[src/core/spm_regs.svh]
// Register offsets, field positions and reset values of the six-bit port
`ifndef SPM_REGS_SVH
`define SPM_REGS_SVH
// Behaviour
// Six output-data bits, cleared at reset, drive pins only as general-purpose outputs.
// Pin-state read returns stored output data where the direction bit is 1.
// Pin-state read returns the sampled pin level where the direction bit is 0.
// Pin-state register is read-only; writes change nothing.
// Open-drain bit 1 drives low only; 0 gives push-pull; cleared at reset.
// Pin 5 is general I/O only with I2C 0 off, async mode, clock enables 0.
// With I2C 0 off, pin 5 carries serial clock in or out per clock enables/mode.
// I2C 0 enabled and serial clock bits all 0 makes pin 5 the I2C 0 clock.
// Pin 5 always feeds interrupt 5; open-drain bit covers GPIO and serial clock out.
// Pin 4 is I2C 0 data, else serial receive, else general I/O.
// Pin 4 general output honours its open-drain bit.
// Pin 3 is I2C 1 clock, else serial transmit, else general I/O.
// Pin 3 general output honours its open-drain bit.
// Direction bits write-only, 1 output, 0 input, cleared at reset, read undefined.
// Bits 7 and 6 of data, pin-state, open-drain ignore writes, read fixed.

// ----------------------------------------
// Register map (byte addresses, one word each)
// ----------------------------------------
`define SPM_ADDR_W        8
`define SPM_OFS_DIRECTION 8'h00
`define SPM_OFS_DATA      8'h04
`define SPM_OFS_PIN_STATE 8'h08
`define SPM_OFS_OPEN_DRN  8'h0C
`define SPM_OFS_SER_CTRL  8'h10
`define SPM_OFS_I2C_CTRL  8'h14

// ----------------------------------------
// Fields
// ----------------------------------------
`define SPM_NPINS         6
`define SPM_PORT_RST      6'h00
`define SPM_UNUSED_HI     2'h0
`define SPM_WORD_PAD      24'h00_0000
`define SPM_UNDEF_WORD    32'h0000_0000
`define SPM_SER_RST       5'h00
`define SPM_I2C_RST       2'h0
// Serial control word: bit0 clock_enable_0, bit1 clock_enable_1, bit2 sync mode,
// bit3 receive_enable, bit4 transmit_enable
`define SPM_SER_CLOCK_ENABLE_0      0
`define SPM_SER_CLOCK_ENABLE_1      1
`define SPM_SER_SYNC      2
`define SPM_SER_RE        3
`define SPM_SER_TE        4
// I2C control word: bit0 channel 0 enable, bit1 channel 1 enable
`define SPM_I2C0_EN       0
`define SPM_I2C1_EN       1
`define SPM_PIN5          5
`define SPM_PIN4          4
`define SPM_PIN3          3
`endif

[src/core/spm_pkg.sv]
// Types shared by the six-bit port
package spm_pkg;
    // Per-pin drive request toward the pad
    typedef struct packed {
        logic [5:0] out;
        logic [5:0] oe;
    } spm_pad_t;

    // Signals from the peripheral units sharing pins 5 to 3
    typedef struct packed {
        logic ser_clk_out;
        logic ser_txd;
        logic i2c0_scl_low;
        logic i2c0_sda_low;
        logic i2c1_scl_low;
    } spm_periph_t;
endpackage

[src/core/spm_port.sv]
// Six-bit general-purpose port with pin multiplexing on pins 5 to 3
//
// Added by the designer: the placing of the registers and the address-and-strobe port.
`timescale 1ns/100ps
`include "spm_regs.svh"
module spm_port (
    // Clock and reset
    input  wire logic                     clock_i,
    input  wire logic                     rst_n_i,
    // Register port
    input  wire logic [`SPM_ADDR_W-1:0]   addr_i,
    input  wire logic [31:0]              wdata_i,
    input  wire logic                     wr_i,
    input  wire logic                     rd_i,
    output logic      [31:0]              rdata_o,
    // Peripheral units
    input  wire spm_pkg::spm_periph_t     periph_i,
    output logic                          serial1_clock_in_o,
    output logic                          serial1_receive_in_o,
    output logic                          i2c0_clock_in_o,
    output logic                          i2c0_data_in_o,
    output logic                          i2c1_clock_in_o,
    output logic                          ext_interrupt_5_o,
    // Pads
    input  wire logic [5:0]               pin_i,
    output spm_pkg::spm_pad_t             pad_o
);
    import spm_pkg::*;

    // ----------------------------------------
    // Reset release
    // ----------------------------------------
    logic [1:0] rst_sync;
    logic       rst_n;
    always_ff @(posedge clock_i or negedge rst_n_i) begin
        if (!rst_n_i) begin
            rst_sync <= 2'b00;
        end else begin
            rst_sync <= {rst_sync[0], 1'b1};
        end
    end
    assign rst_n = rst_sync[1];

    // ----------------------------------------
    // Pin input synchroniser
    // ----------------------------------------
    logic [5:0] pin_meta;
    logic [5:0] pin_sync;
    always_ff @(posedge clock_i or negedge rst_n) begin
        if (!rst_n) begin
            pin_meta <= `SPM_PORT_RST;
            pin_sync <= `SPM_PORT_RST;
        end else begin
            pin_meta <= pin_i;
            pin_sync <= pin_meta;
        end
    end

    // ----------------------------------------
    // Registers
    // ----------------------------------------
    logic [5:0] port_direction;
    logic [5:0] port_output_data;
    logic [5:0] port_open_drain_select;
    logic [4:0] serial_ctrl;
    logic [1:0] i2c_ctrl;

    // Port registers keep bits 5..0, serial control 4..0, I2C control 1..0; upper write bits fall away
    always_ff @(posedge clock_i or negedge rst_n) begin
        if (!rst_n) begin
            port_direction         <= `SPM_PORT_RST;
            port_output_data       <= `SPM_PORT_RST;
            port_open_drain_select <= `SPM_PORT_RST;
            serial_ctrl            <= `SPM_SER_RST;
            i2c_ctrl               <= `SPM_I2C_RST;
        end else if (wr_i) begin
            unique case (addr_i)
                `SPM_OFS_DIRECTION: port_direction         <= wdata_i[5:0];
                `SPM_OFS_DATA:      port_output_data       <= wdata_i[5:0];
                `SPM_OFS_OPEN_DRN:  port_open_drain_select <= wdata_i[5:0];
                `SPM_OFS_SER_CTRL:  serial_ctrl            <= wdata_i[4:0];
                `SPM_OFS_I2C_CTRL:  i2c_ctrl               <= wdata_i[1:0];
                default: ; // Pin-state writes land here and are dropped  R4
            endcase
        end
    end

    // ----------------------------------------
    // Read path
    // ----------------------------------------
    logic [5:0] pin_state;
    // Output pins read back the latch, inputs read the pad  R2 R3
    assign pin_state = (port_direction & port_output_data) | (~port_direction & pin_sync);

    always_ff @(posedge clock_i or negedge rst_n) begin
        if (!rst_n) begin
            rdata_o <= `SPM_UNDEF_WORD;
        end else if (rd_i) begin
            unique case (addr_i)
                `SPM_OFS_DATA:      rdata_o <= {`SPM_WORD_PAD, `SPM_UNUSED_HI, port_output_data};
                `SPM_OFS_PIN_STATE: rdata_o <= {`SPM_WORD_PAD, `SPM_UNUSED_HI, pin_state};
                `SPM_OFS_OPEN_DRN:  rdata_o <= {`SPM_WORD_PAD, `SPM_UNUSED_HI, port_open_drain_select};
                `SPM_OFS_SER_CTRL:  rdata_o <= {27'h000_0000, serial_ctrl};
                `SPM_OFS_I2C_CTRL:  rdata_o <= {30'h0000_0000, i2c_ctrl};
                // Direction is write-only; undefined data reads as zero  R14
                default:            rdata_o <= `SPM_UNDEF_WORD;
            endcase
        end else begin
            rdata_o <= `SPM_UNDEF_WORD;
        end
    end

    // ----------------------------------------
    // Pin function selection
    // ----------------------------------------
    logic clock_enable_0, clock_enable_1, sync_mode, rx_en, tx_en, i2c0_en, i2c1_en;
    assign clock_enable_0      = serial_ctrl[`SPM_SER_CLOCK_ENABLE_0];
    assign clock_enable_1      = serial_ctrl[`SPM_SER_CLOCK_ENABLE_1];
    assign sync_mode = serial_ctrl[`SPM_SER_SYNC];
    assign rx_en     = serial_ctrl[`SPM_SER_RE];
    assign tx_en     = serial_ctrl[`SPM_SER_TE];
    assign i2c0_en   = i2c_ctrl[`SPM_I2C0_EN];
    assign i2c1_en   = i2c_ctrl[`SPM_I2C1_EN];

    // Drive value d with open-drain bit od: open drain releases the pad for a high
    function automatic logic [1:0] drive(input logic d, input logic od);
        drive = {d, od ? ~d : 1'b1};
    endfunction

    spm_pad_t next_pad;
    always_comb begin
        logic [1:0] dv;
        dv       = 2'b00;
        next_pad = '0;
        // Pins 2..0: general I/O only in this block
        for (int i = 0; i < 3; i++) begin
            dv = drive(port_output_data[i], port_open_drain_select[i]);
            next_pad.out[i] = dv[1];
            next_pad.oe[i]  = port_direction[i] & dv[0];
        end
        // Pin 5
        if (!i2c0_en && !clock_enable_1 && !clock_enable_0 && !sync_mode) begin
            dv = drive(port_output_data[`SPM_PIN5], port_open_drain_select[`SPM_PIN5]);
            next_pad.out[`SPM_PIN5] = dv[1];
            next_pad.oe[`SPM_PIN5]  = port_direction[`SPM_PIN5] & dv[0];
        end else if (!i2c0_en && !clock_enable_1) begin
            dv = drive(periph_i.ser_clk_out, port_open_drain_select[`SPM_PIN5]);
            next_pad.out[`SPM_PIN5] = dv[1];
            next_pad.oe[`SPM_PIN5]  = dv[0];
        end else if (i2c0_en && !clock_enable_1 && !clock_enable_0 && !sync_mode) begin
            next_pad.out[`SPM_PIN5] = 1'b0;
            next_pad.oe[`SPM_PIN5]  = periph_i.i2c0_scl_low;
        end
        // Clock-input case (clock_enable_1) and illegal mixes leave pin 5 undriven  R7
        // Pin 4
        if (i2c0_en) begin
            next_pad.out[`SPM_PIN4] = 1'b0;
            next_pad.oe[`SPM_PIN4]  = periph_i.i2c0_sda_low;
        end else if (!rx_en) begin
            dv = drive(port_output_data[`SPM_PIN4], port_open_drain_select[`SPM_PIN4]);
            next_pad.out[`SPM_PIN4] = dv[1];
            next_pad.oe[`SPM_PIN4]  = port_direction[`SPM_PIN4] & dv[0];
        end
        // Pin 3
        if (i2c1_en) begin
            next_pad.out[`SPM_PIN3] = 1'b0;
            next_pad.oe[`SPM_PIN3]  = periph_i.i2c1_scl_low;
        end else if (tx_en) begin
            next_pad.out[`SPM_PIN3] = periph_i.ser_txd;
            next_pad.oe[`SPM_PIN3]  = 1'b1;
        end else begin
            dv = drive(port_output_data[`SPM_PIN3], port_open_drain_select[`SPM_PIN3]);
            next_pad.out[`SPM_PIN3] = dv[1];
            next_pad.oe[`SPM_PIN3]  = port_direction[`SPM_PIN3] & dv[0];
        end
    end

    // Registered pad drive keeps outputs glitch-free at the cost of one cycle
    always_ff @(posedge clock_i or negedge rst_n) begin
        if (!rst_n) begin
            pad_o <= '0;
        end else begin
            pad_o <= next_pad;
        end
    end

    // ----------------------------------------
    // Inputs to peripheral units
    // ----------------------------------------
    always_ff @(posedge clock_i or negedge rst_n) begin
        if (!rst_n) begin
            serial1_clock_in_o   <= 1'b0;
            serial1_receive_in_o <= 1'b0;
            i2c0_clock_in_o      <= 1'b0;
            i2c0_data_in_o       <= 1'b0;
            i2c1_clock_in_o      <= 1'b0;
            ext_interrupt_5_o    <= 1'b0;
        end else begin
            serial1_clock_in_o   <= pin_sync[`SPM_PIN5] & ~i2c0_en & clock_enable_1;
            serial1_receive_in_o <= pin_sync[`SPM_PIN4] & ~i2c0_en & rx_en;
            i2c0_clock_in_o      <= pin_sync[`SPM_PIN5];
            i2c0_data_in_o       <= pin_sync[`SPM_PIN4];
            i2c1_clock_in_o      <= pin_sync[`SPM_PIN3];
            ext_interrupt_5_o    <= pin_sync[`SPM_PIN5];
        end
    end
endmodule

[config.mk]
export PLATFORM = sky130hd
export DESIGN_NAME = spm_port
export DESIGN_NICKNAME = d
export VERILOG_FILES = /design/src/core/spm_pkg.sv /design/src/core/spm_port.sv
export VERILOG_INCLUDE_DIRS = /design/src /design/src/core
export SDC_FILE = /design/constraint.sdc
export NUM_CORES = 1
export LEC_CHECK = 0
export BUFFER_PORTS_ARGS = -buffer_cell sky130_fd_sc_hd__clkbuf_2
export CAP_MARGIN = 20
export CORE_MARGIN = 2
export CORE_UTILIZATION = 43
export CTS_CLUSTER_DIAMETER = 60
export DETAILED_ROUTE_END_ITERATION = 10
export GPL_TIMING_DRIVEN = 0
export PLACE_DENSITY = 0.82
export SETUP_SLACK_MARGIN = 0.1
export SLEW_MARGIN = 20
export SYNTH_ARGS = -nofsm -noshare
export SYNTH_HDL_FRONTEND = slang
export SYNTH_SLANG_ARGS = --single-unit
[constraint.sdc]
create_clock -name clock_i -period 2.54 [get_ports clock_i]
set_input_delay 0.381 -clock clock_i [delete_from_list [all_inputs] [get_ports clock_i]]
set_output_delay 0.381 -clock clock_i [all_outputs]
set_load 0.05 [all_outputs]
==> results.md, run 1 <==
* Fillers at ~500
* Worst vdd ir at 0.306 mV
* DRC viols at 0
* FMAX at about 450 MHz
* Worst min path class: flop to asynchronous set/reset pin
* Fin area at approximately 0.0033 mm^2
* Setup Crit Path Kind: input pin to flop
* Data required time of the critical path at 2.76 ns
* Via count at about 1700
* Clock power share at around 39%
* CTS buffer count at 9
* H-tree Lvls at 3
* Drt via density at between 4 and 5
* Most frequent cells in the layout: dfrtp_1 (61), clkbuf_2 (51), buf_4 (27), conb_1 (27), mux2_2 (22)
* R2R Setup Slk at roughly 1.3 ns
* Clock Path Buffers at 2
* Synth Area in XOR/XNOR at 0%
* TritonCTS clock tree: yes
* Multi-input gate area at approximately 940 um^2
* Outcome: complete, no violations
* Worst slew margin at about 53%
* Cell depth of the worst flop-to-flop path at 4
* R2r endpoint: rdata_o[1]
* Final hold vios at 0
* Commonest register cell after synthesis: dfrtp_1
* DRT Wirelength at about 4800 um
* Number of synthesized register bits at 62
* N_diodes at 0
* RSZ-0062 raised after global routing: false
* Synth Cell Area at 0.00262 mm^2
* Internal at around 1.7 mW
* Post-DP HPWL at about 3500 um
* YS warnings at 0
* Top cell type's share of synthesized area at 59.3%
* Initial antenna violation count at 0
* Area Overhead vs Synth at 26.8%
* Die height at approximately 80 um
* Synth Area in Adders at 0%
* Die area at about 0.0067 mm^2
* Post-synth EDFFs at 0
* Iteration-0 DRC count of the detailed router at 51
* Clk pin slew, worst setup/hold paths at ~0.06 ns
* Die Span X at 82.0 um
* Crit share post-route at 87.4%
* CTS Sinks at 62
* Hold Slack at between 0.1 and 0.15 ns
* Final setup TNS at 0 ns
* Layout cells sized above 1 at around 44%
* Switch share at around a quarter
* Post-Synth Simple-Gate Area at around 8.7%
* Slew @ Worst Pin at between 0.7 and 0.8 ns
* WL per Instance at around 13 um
* Nets at approximately 340
* Main combinational cell family by area after synthesis: multiplexers
* Starting density of the core at 44.5%
* Comb pwr share at approximately 14%
* Num rows at 28
* First-pass GRT wire length at 7780 um
* Largest net degree at the start of global routing at 60
* I/O pin total at about 110
* GRT Util Overall at between 10% and 20%
* Finish-stage setup viols at 0
* Gr ovfl total at 0
* Leakage dissipation at between 1.5 and 2 nW
* Area of the core at ~0.0059 mm^2
* Max_cap viols at 0
* CP Capture Type: flop
* Sw power at just under 600 uW
* RD Place Congestion at about 0.89
* Vias in the first global route at approximately 1600
* Port Buf Inserts at a little over 50
* Worst EP arrival at roughly 2.4 ns
* PD cells at about 680 mW/mm^2
* Mapped Avg Cell Area at ~13 um^2
* Seq/Total Area, Yosys at roughly three fifths
* Commonest non-fill, non-tap cell in the layout: dfrtp_1
* Critical Path Start Type: input pin
* Placed inst area at just over 0.003 mm^2
* Total power at 2.25 mW
* Dominant cells by area after synthesis: dfrtp_1 (59%), mux2_2 (9.5%), buf_4 (7.7%), mux2_4 (3.4%), mux2i_1 (3.1%)
* Routed Antenna Nets at 0
* Fin crit period at 2.22 ns
* Pins Over Slew Limit at 0
* Worst reg2reg startpoint: serial_ctrl[1]
* Drt first pass iters at 4
* Post-Route Skew at 0.00736 ns
* Power share of the sequential group at between 40% and 50%
* Distinct cells, synth at 31
* CTS Root Buffer Type: clkbuf_8
* Gate count after technology mapping at 200
* Synth Area in Compound Gates at about 7.1%
* Synth area leader: dfrtp_1
* Clock Latency Late Sink at about 0.33 ns
* Ys async rst share at 100%
* Max FO, Critical Path at 6
* Sequential cell area at 0.00156 mm^2
* Post-synthesis mux area share at 16.0%
[final cells by class]
cell class / count / area share [%]
sequential: 62 / 46.9
tap: 75 / 2.83
multi-input combinational: 130 / 28.4
buffer: 33 / 6.83
clock buffer: 12 / 4.98
timing repair buffer: 53 / 8.82
clock inverter: 3 / 1.28
[cell families after synthesis]
family	count (synthesis)
AOI/OAI and AO/OA	27
and+or+nand+nor	40
muxes	36
buffers and inverters	33
DFF	62
other	2
[layer usage]
| metal | GRT usage (%) | part of all wire [%] |
|---|---|---|
| met1 | 20.5 | 42 |
| met4 | 11.2 | 3.2 |
| met3 | 3.85 | 6.8 |
| met2 | 24.6 | 47 |
| met5 | 0 | 0 |
[synth_stat cells (2+ instances only)]
cell       n
mux2_4     6
a21boi_0   3
mux2i_1    8
a22oi_1    5
nand2_1   14
nor3_1     4
mux2_2    22
nor2_1     8
clkbuf_1   5
conb_1     2
buf_4     27
nor3b_1    2
nor2b_1    2
a22o_1     5
dfrtp_1   62
a21oi_1    3
o21ai_0    8
[through the flow]
stage          cells  setup WS, ns  util [%]
2_1_floorplan    225         0.185         -
3_3_place_gp     351       -0.0882      52.0
3_5_place_dp     352        -0.170      52.5
4_1_cts          368         0.188      56.2
5_1_grt          368         0.225      56.4
6_report         368         0.321      56.4
[worst max path at each step]
stage | startpoint | endpoint | slack (ns) | cells after the start
3_3_place_gp | addr_i[5] | port_open_drain_select[3] | -0.09 | 6
5_1_grt | addr_i[5] | serial_ctrl[1] | 0.22 | 5
2_1_floorplan | addr_i[5] | port_direction[0] | 0.19 | 5
4_1_cts | addr_i[5] | port_open_drain_select[5] | 0.19 | 6
3_5_place_dp | addr_i[5] | port_open_drain_select[4] | -0.17 | 6
6_report | addr_i[5] | port_direction[2] | 0.32 | 6
[flip-flops by register name (all words and copies together) (netlist names), 2 cells and up]
name and flops:
pad_o 12, pin_meta 6, pin_sync 6, port_direction 6, port_open_drain_select 6, port_output_data 6
rdata_o 6, serial_ctrl 5, i2c_ctrl 2, rst_sync 2
[power by group through the flow]
stage | Combinational [mW] | Clock (mW) | Sequential, mW
after floorplan | 0.180 | 0 | 1.14
after global placement | 0.293 | 0 | 1.10
after detailed placement | 0.319 | 0 | 1.08
after CTS | 0.321 | 0.906 | 1.06
after global routing | 0.344 | 0.946 | 1.07
final | 0.320 | 0.871 | 1.06
[worst max-delay path, cell delays in order]
cell and delay [ns]:
clkbuf_2 0.08, or4_4 0.57, or3_4 0.36, or4b_1 0.49
buf_2 0.22, mux2_4 0.32
[repair_timing]
action | in CTS | in global routing
hold endpoints to repair | 2 | 0
setup buffers | 0 | 0
gates resized for setup | 0 | 1
hold buffers | 1 | 0
endpoints found under the setup margin | 0 | 3
Note: power is estimated with default switching activity, not from simulation.
==> inputs of run 2 (changes only) <==
--- a/config.mk
+++ b/config.mk
@@ -8,14 +8,17 @@
 export LEC_CHECK = 0
 export BUFFER_PORTS_ARGS = -buffer_cell sky130_fd_sc_hd__clkbuf_2
 export CAP_MARGIN = 20
+export CELL_PAD_IN_SITES_DETAIL_PLACEMENT = 1
+export CELL_PAD_IN_SITES_GLOBAL_PLACEMENT = 1
 export CORE_MARGIN = 2
-export CORE_UTILIZATION = 43
+export CORE_UTILIZATION = 37
 export CTS_CLUSTER_DIAMETER = 60
 export DETAILED_ROUTE_END_ITERATION = 10
 export GPL_TIMING_DRIVEN = 0
-export PLACE_DENSITY = 0.82
+export PLACE_DENSITY = 0.89
 export SETUP_SLACK_MARGIN = 0.1
 export SLEW_MARGIN = 20
 export SYNTH_ARGS = -nofsm -noshare
 export SYNTH_HDL_FRONTEND = slang
 export SYNTH_SLANG_ARGS = --single-unit
+export TNS_END_PERCENT = 20
==> results.md, run 2 (same netlist as run 1, synthesis figures left out) <==
* Biggest register: pad_o (unchanged)
* FMAX at 439 MHz (was 451 MHz)
* Layout Cells excl Fill at 388 (was 368)
* First-pass GRT wire length at 9130 um (was 7780 um)
* Area Overhead vs Synth at 25.9% (was 26.8%)
* Drt first pass iters at 4 (unchanged)
* Data required time of the critical path at 2.76 ns (about the same)
* Die area at 0.00776 mm^2 (was 0.00673 mm^2)
* Post-DP HPWL at 4110 um (was 3500 um)
* Port Buf Inserts at 51 (unchanged)
* WL per Instance at 14.9 um (was 13.0 um)
* Worst slew margin at 46.0% (was 52.9%)
* Total power at 2.19 mW (was 2.25 mW)
* Area of the core at 0.00683 mm^2 (was 0.00589 mm^2)
* CTS Sinks at 62 (unchanged)
* RSZ-0062 raised after global routing: false (unchanged)
* PD cells at 665 mW/mm^2 (was 680 mW/mm^2)
* Outcome: complete, no violations (unchanged)
* Iteration-0 DRC count of the detailed router at 71 (was 51)
* Placed inst area at 0.00309 mm^2 (about the same)
* Critical path buffers and inverters at 1 (was 2)
* Max FO, Critical Path at 7 (was 6)
* Setup Crit Path Kind: input pin to flop (unchanged)
* Leakage dissipation at 1.69 nW (was 1.71 nW)
* CTS buffer count at 9 (unchanged)
* Fin crit period at 2.28 ns (was 2.22 ns)
* Layout cells sized above 1 at 43.2% (was 44.0%)
* I/O pin total at 105 (unchanged)
* Worst min path class: input pin to flop (was flop to asynchronous set/reset pin)
* Most frequent cells in the layout: dfrtp_1 (61), clkbuf_2 (51), buf_4 (27), conb_1 (27), mux2_2 (22) (unchanged)
* Slew @ Worst Pin at 0.804 ns (was 0.701 ns)
* H-tree Lvls at 3 (unchanged)
* Post-Route Skew at 0.00852 ns (was 0.00736 ns)
* Crit-path max cell delay at 0.64 ns (was 0.57 ns)
* GRT Util Overall at 16.3% (was 16.2%)
* Internal at 1.59 mW (was 1.66 mW)
* Commonest non-fill, non-tap cell in the layout: dfrtp_1 (unchanged)
* Placed Cells at 372 (was 352)
* Max reg flops at 12 (unchanged)
* N_diodes at 0 (unchanged)
* Slowest cell on crit path: nor3_1 (was or4_4)
* Power share of the sequential group at 49.4% (was 47.2%)
* Finish-stage setup viols at 0 (unchanged)
* Clock Latency Late Sink at 0.34 ns (was 0.33 ns)
* Worst EP arrival at 2.50 ns (was 2.44 ns)
* Via count at 1728 (was 1685)
* Final hold vios at 0 (unchanged)
* Comb pwr share at 14.0% (was 14.2%)
* Place WS at -0.116 ns (was -0.170 ns)
* TritonCTS clock tree: yes (unchanged)
* Worst vdd ir at 0.219 mV (was 0.306 mV)
* Num rows at 30 (was 28)
* Clock power share at 36.7% (was 38.6%)
* Largest net degree at the start of global routing at 61 (was 60)
* Clock Path Buffers at 2 (unchanged)
* Crit share post-route at 89.6% (was 87.4%)
* CTS Root Buffer Type: clkbuf_8 (unchanged)
* Fin area at 0.00330 mm^2 (was 0.00332 mm^2)
* Die Span X at 88.1 um (was 82.0 um)
* Routed Antenna Nets at 0 (unchanged)
* Initial antenna violation count at 0 (unchanged)
* DRT Wirelength at 5780 um (was 4780 um)
* CP Capture Type: flop (unchanged)
* Drt via density at 4.45 (was 4.58)
* RD Place Congestion at 0.804 (was 0.889)
* Nets at 343 (was 344)
* Clk pin slew, worst setup/hold paths at 0.06 ns (about the same)
* Vias in the first global route at 1870 (was 1644)
* Crit-path cells: clkbuf_2 -> or4_4 -> nor3_1 -> nand4b_1 -> mux2_2 (was clkbuf_2 -> or4_4 -> or3_4 -> or4b_1 -> buf_2 -> mux2_4)
* Delay-heaviest family, CP: simple AND/OR/NAND/NOR gates (unchanged)
* Switch share at 27.5% (was 26.3%)
* Pins Over Slew Limit at 0 (unchanged)
* Slack of the critical path at 0.264 ns (was 0.321 ns)
* DRC viols at 0 (unchanged)
* Final setup TNS at 0 ns (unchanged)
* Critical Path Start Type: input pin (unchanged)
* Sw power at 603 uW (was 593 uW)
* Die height at 88.1 um (was 82.0 um)
* Starting density of the core at 38.3% (was 44.5%)
* Gr ovfl total at 0 (unchanged)
* Max_cap viols at 0 (unchanged)
[run 2: area by class of cell]
cell class / instances / area, um^2
plain buffers: 33 / 226
clock buffers: 15 / 186
fillers: 769 / 3540
multi-input cells: 130 / 942
flip-flops and latches: 62 / 1560
well taps: 96 / 120
repair buffers: 52 / 265
[run 2: layer usage]
| metal | track usage [%] | vias to the layer above | routed length [um] |
|---|---|---|---|
| li1 | - | 818 | - |
| met1 | 19.0 | 839 | 2440 |
| met2 | 27.0 | 58 | 2850 |
| met3 | 3.77 | 13 | 304 |
| met4 | 10.9 | 0 | 190 |
| met5 | 0 | - | 0 |
[run 2: worst paths after layout]
check	slack [ns]	to	from	cells past startpoint
setup / recovery	0.26	serial_ctrl[4]	addr_i[5]	5
hold / removal	0.15	pin_meta[1]	pin_i[1]	1
setup reg to reg	1.23	pad_o[5]	i2c_ctrl[0]	5
hold reg to reg	0.35	pin_sync[3]	pin_meta[3]	0
max in group asynchronous	1.63	port_output_data[2]	rst_sync[1]	0
min in group asynchronous	0.36	rst_sync[1]	rst_n_i	2
[run 2: power by group through the flow]
stage / Sequential [mW] / Combinational (mW) / Clock (mW)
6_report: 1.08 / 0.306 / 0.803
5_1_grt: 1.09 / 0.324 / 0.868
4_1_cts: 1.08 / 0.305 / 0.826
3_5_place_dp: 1.10 / 0.301 / 0
3_3_place_gp: 1.10 / 0.294 / 0
2_1_floorplan: 1.14 / 0.180 / 0
[run 2: timing repair]
| item | CTS | global route |
|---|---|---|
| endpoints found under the hold margin | 2 | 0 |
| setup endpoints to repair | 0 | 6 |
| hold buffers | 1 | 0 |
| gates resized for setup | 0 | 1 |
| buffers inserted | 0 | 0 |
[run 2: metrics by stage]
step	utilization [%]	hold WS, ns
finish	48.2	0.146
global placement	45.2	0.167
global route	48.2	0.127
floorplan	-	0.0854
CTS	48.1	0.132
detailed placement	45.2	0.169
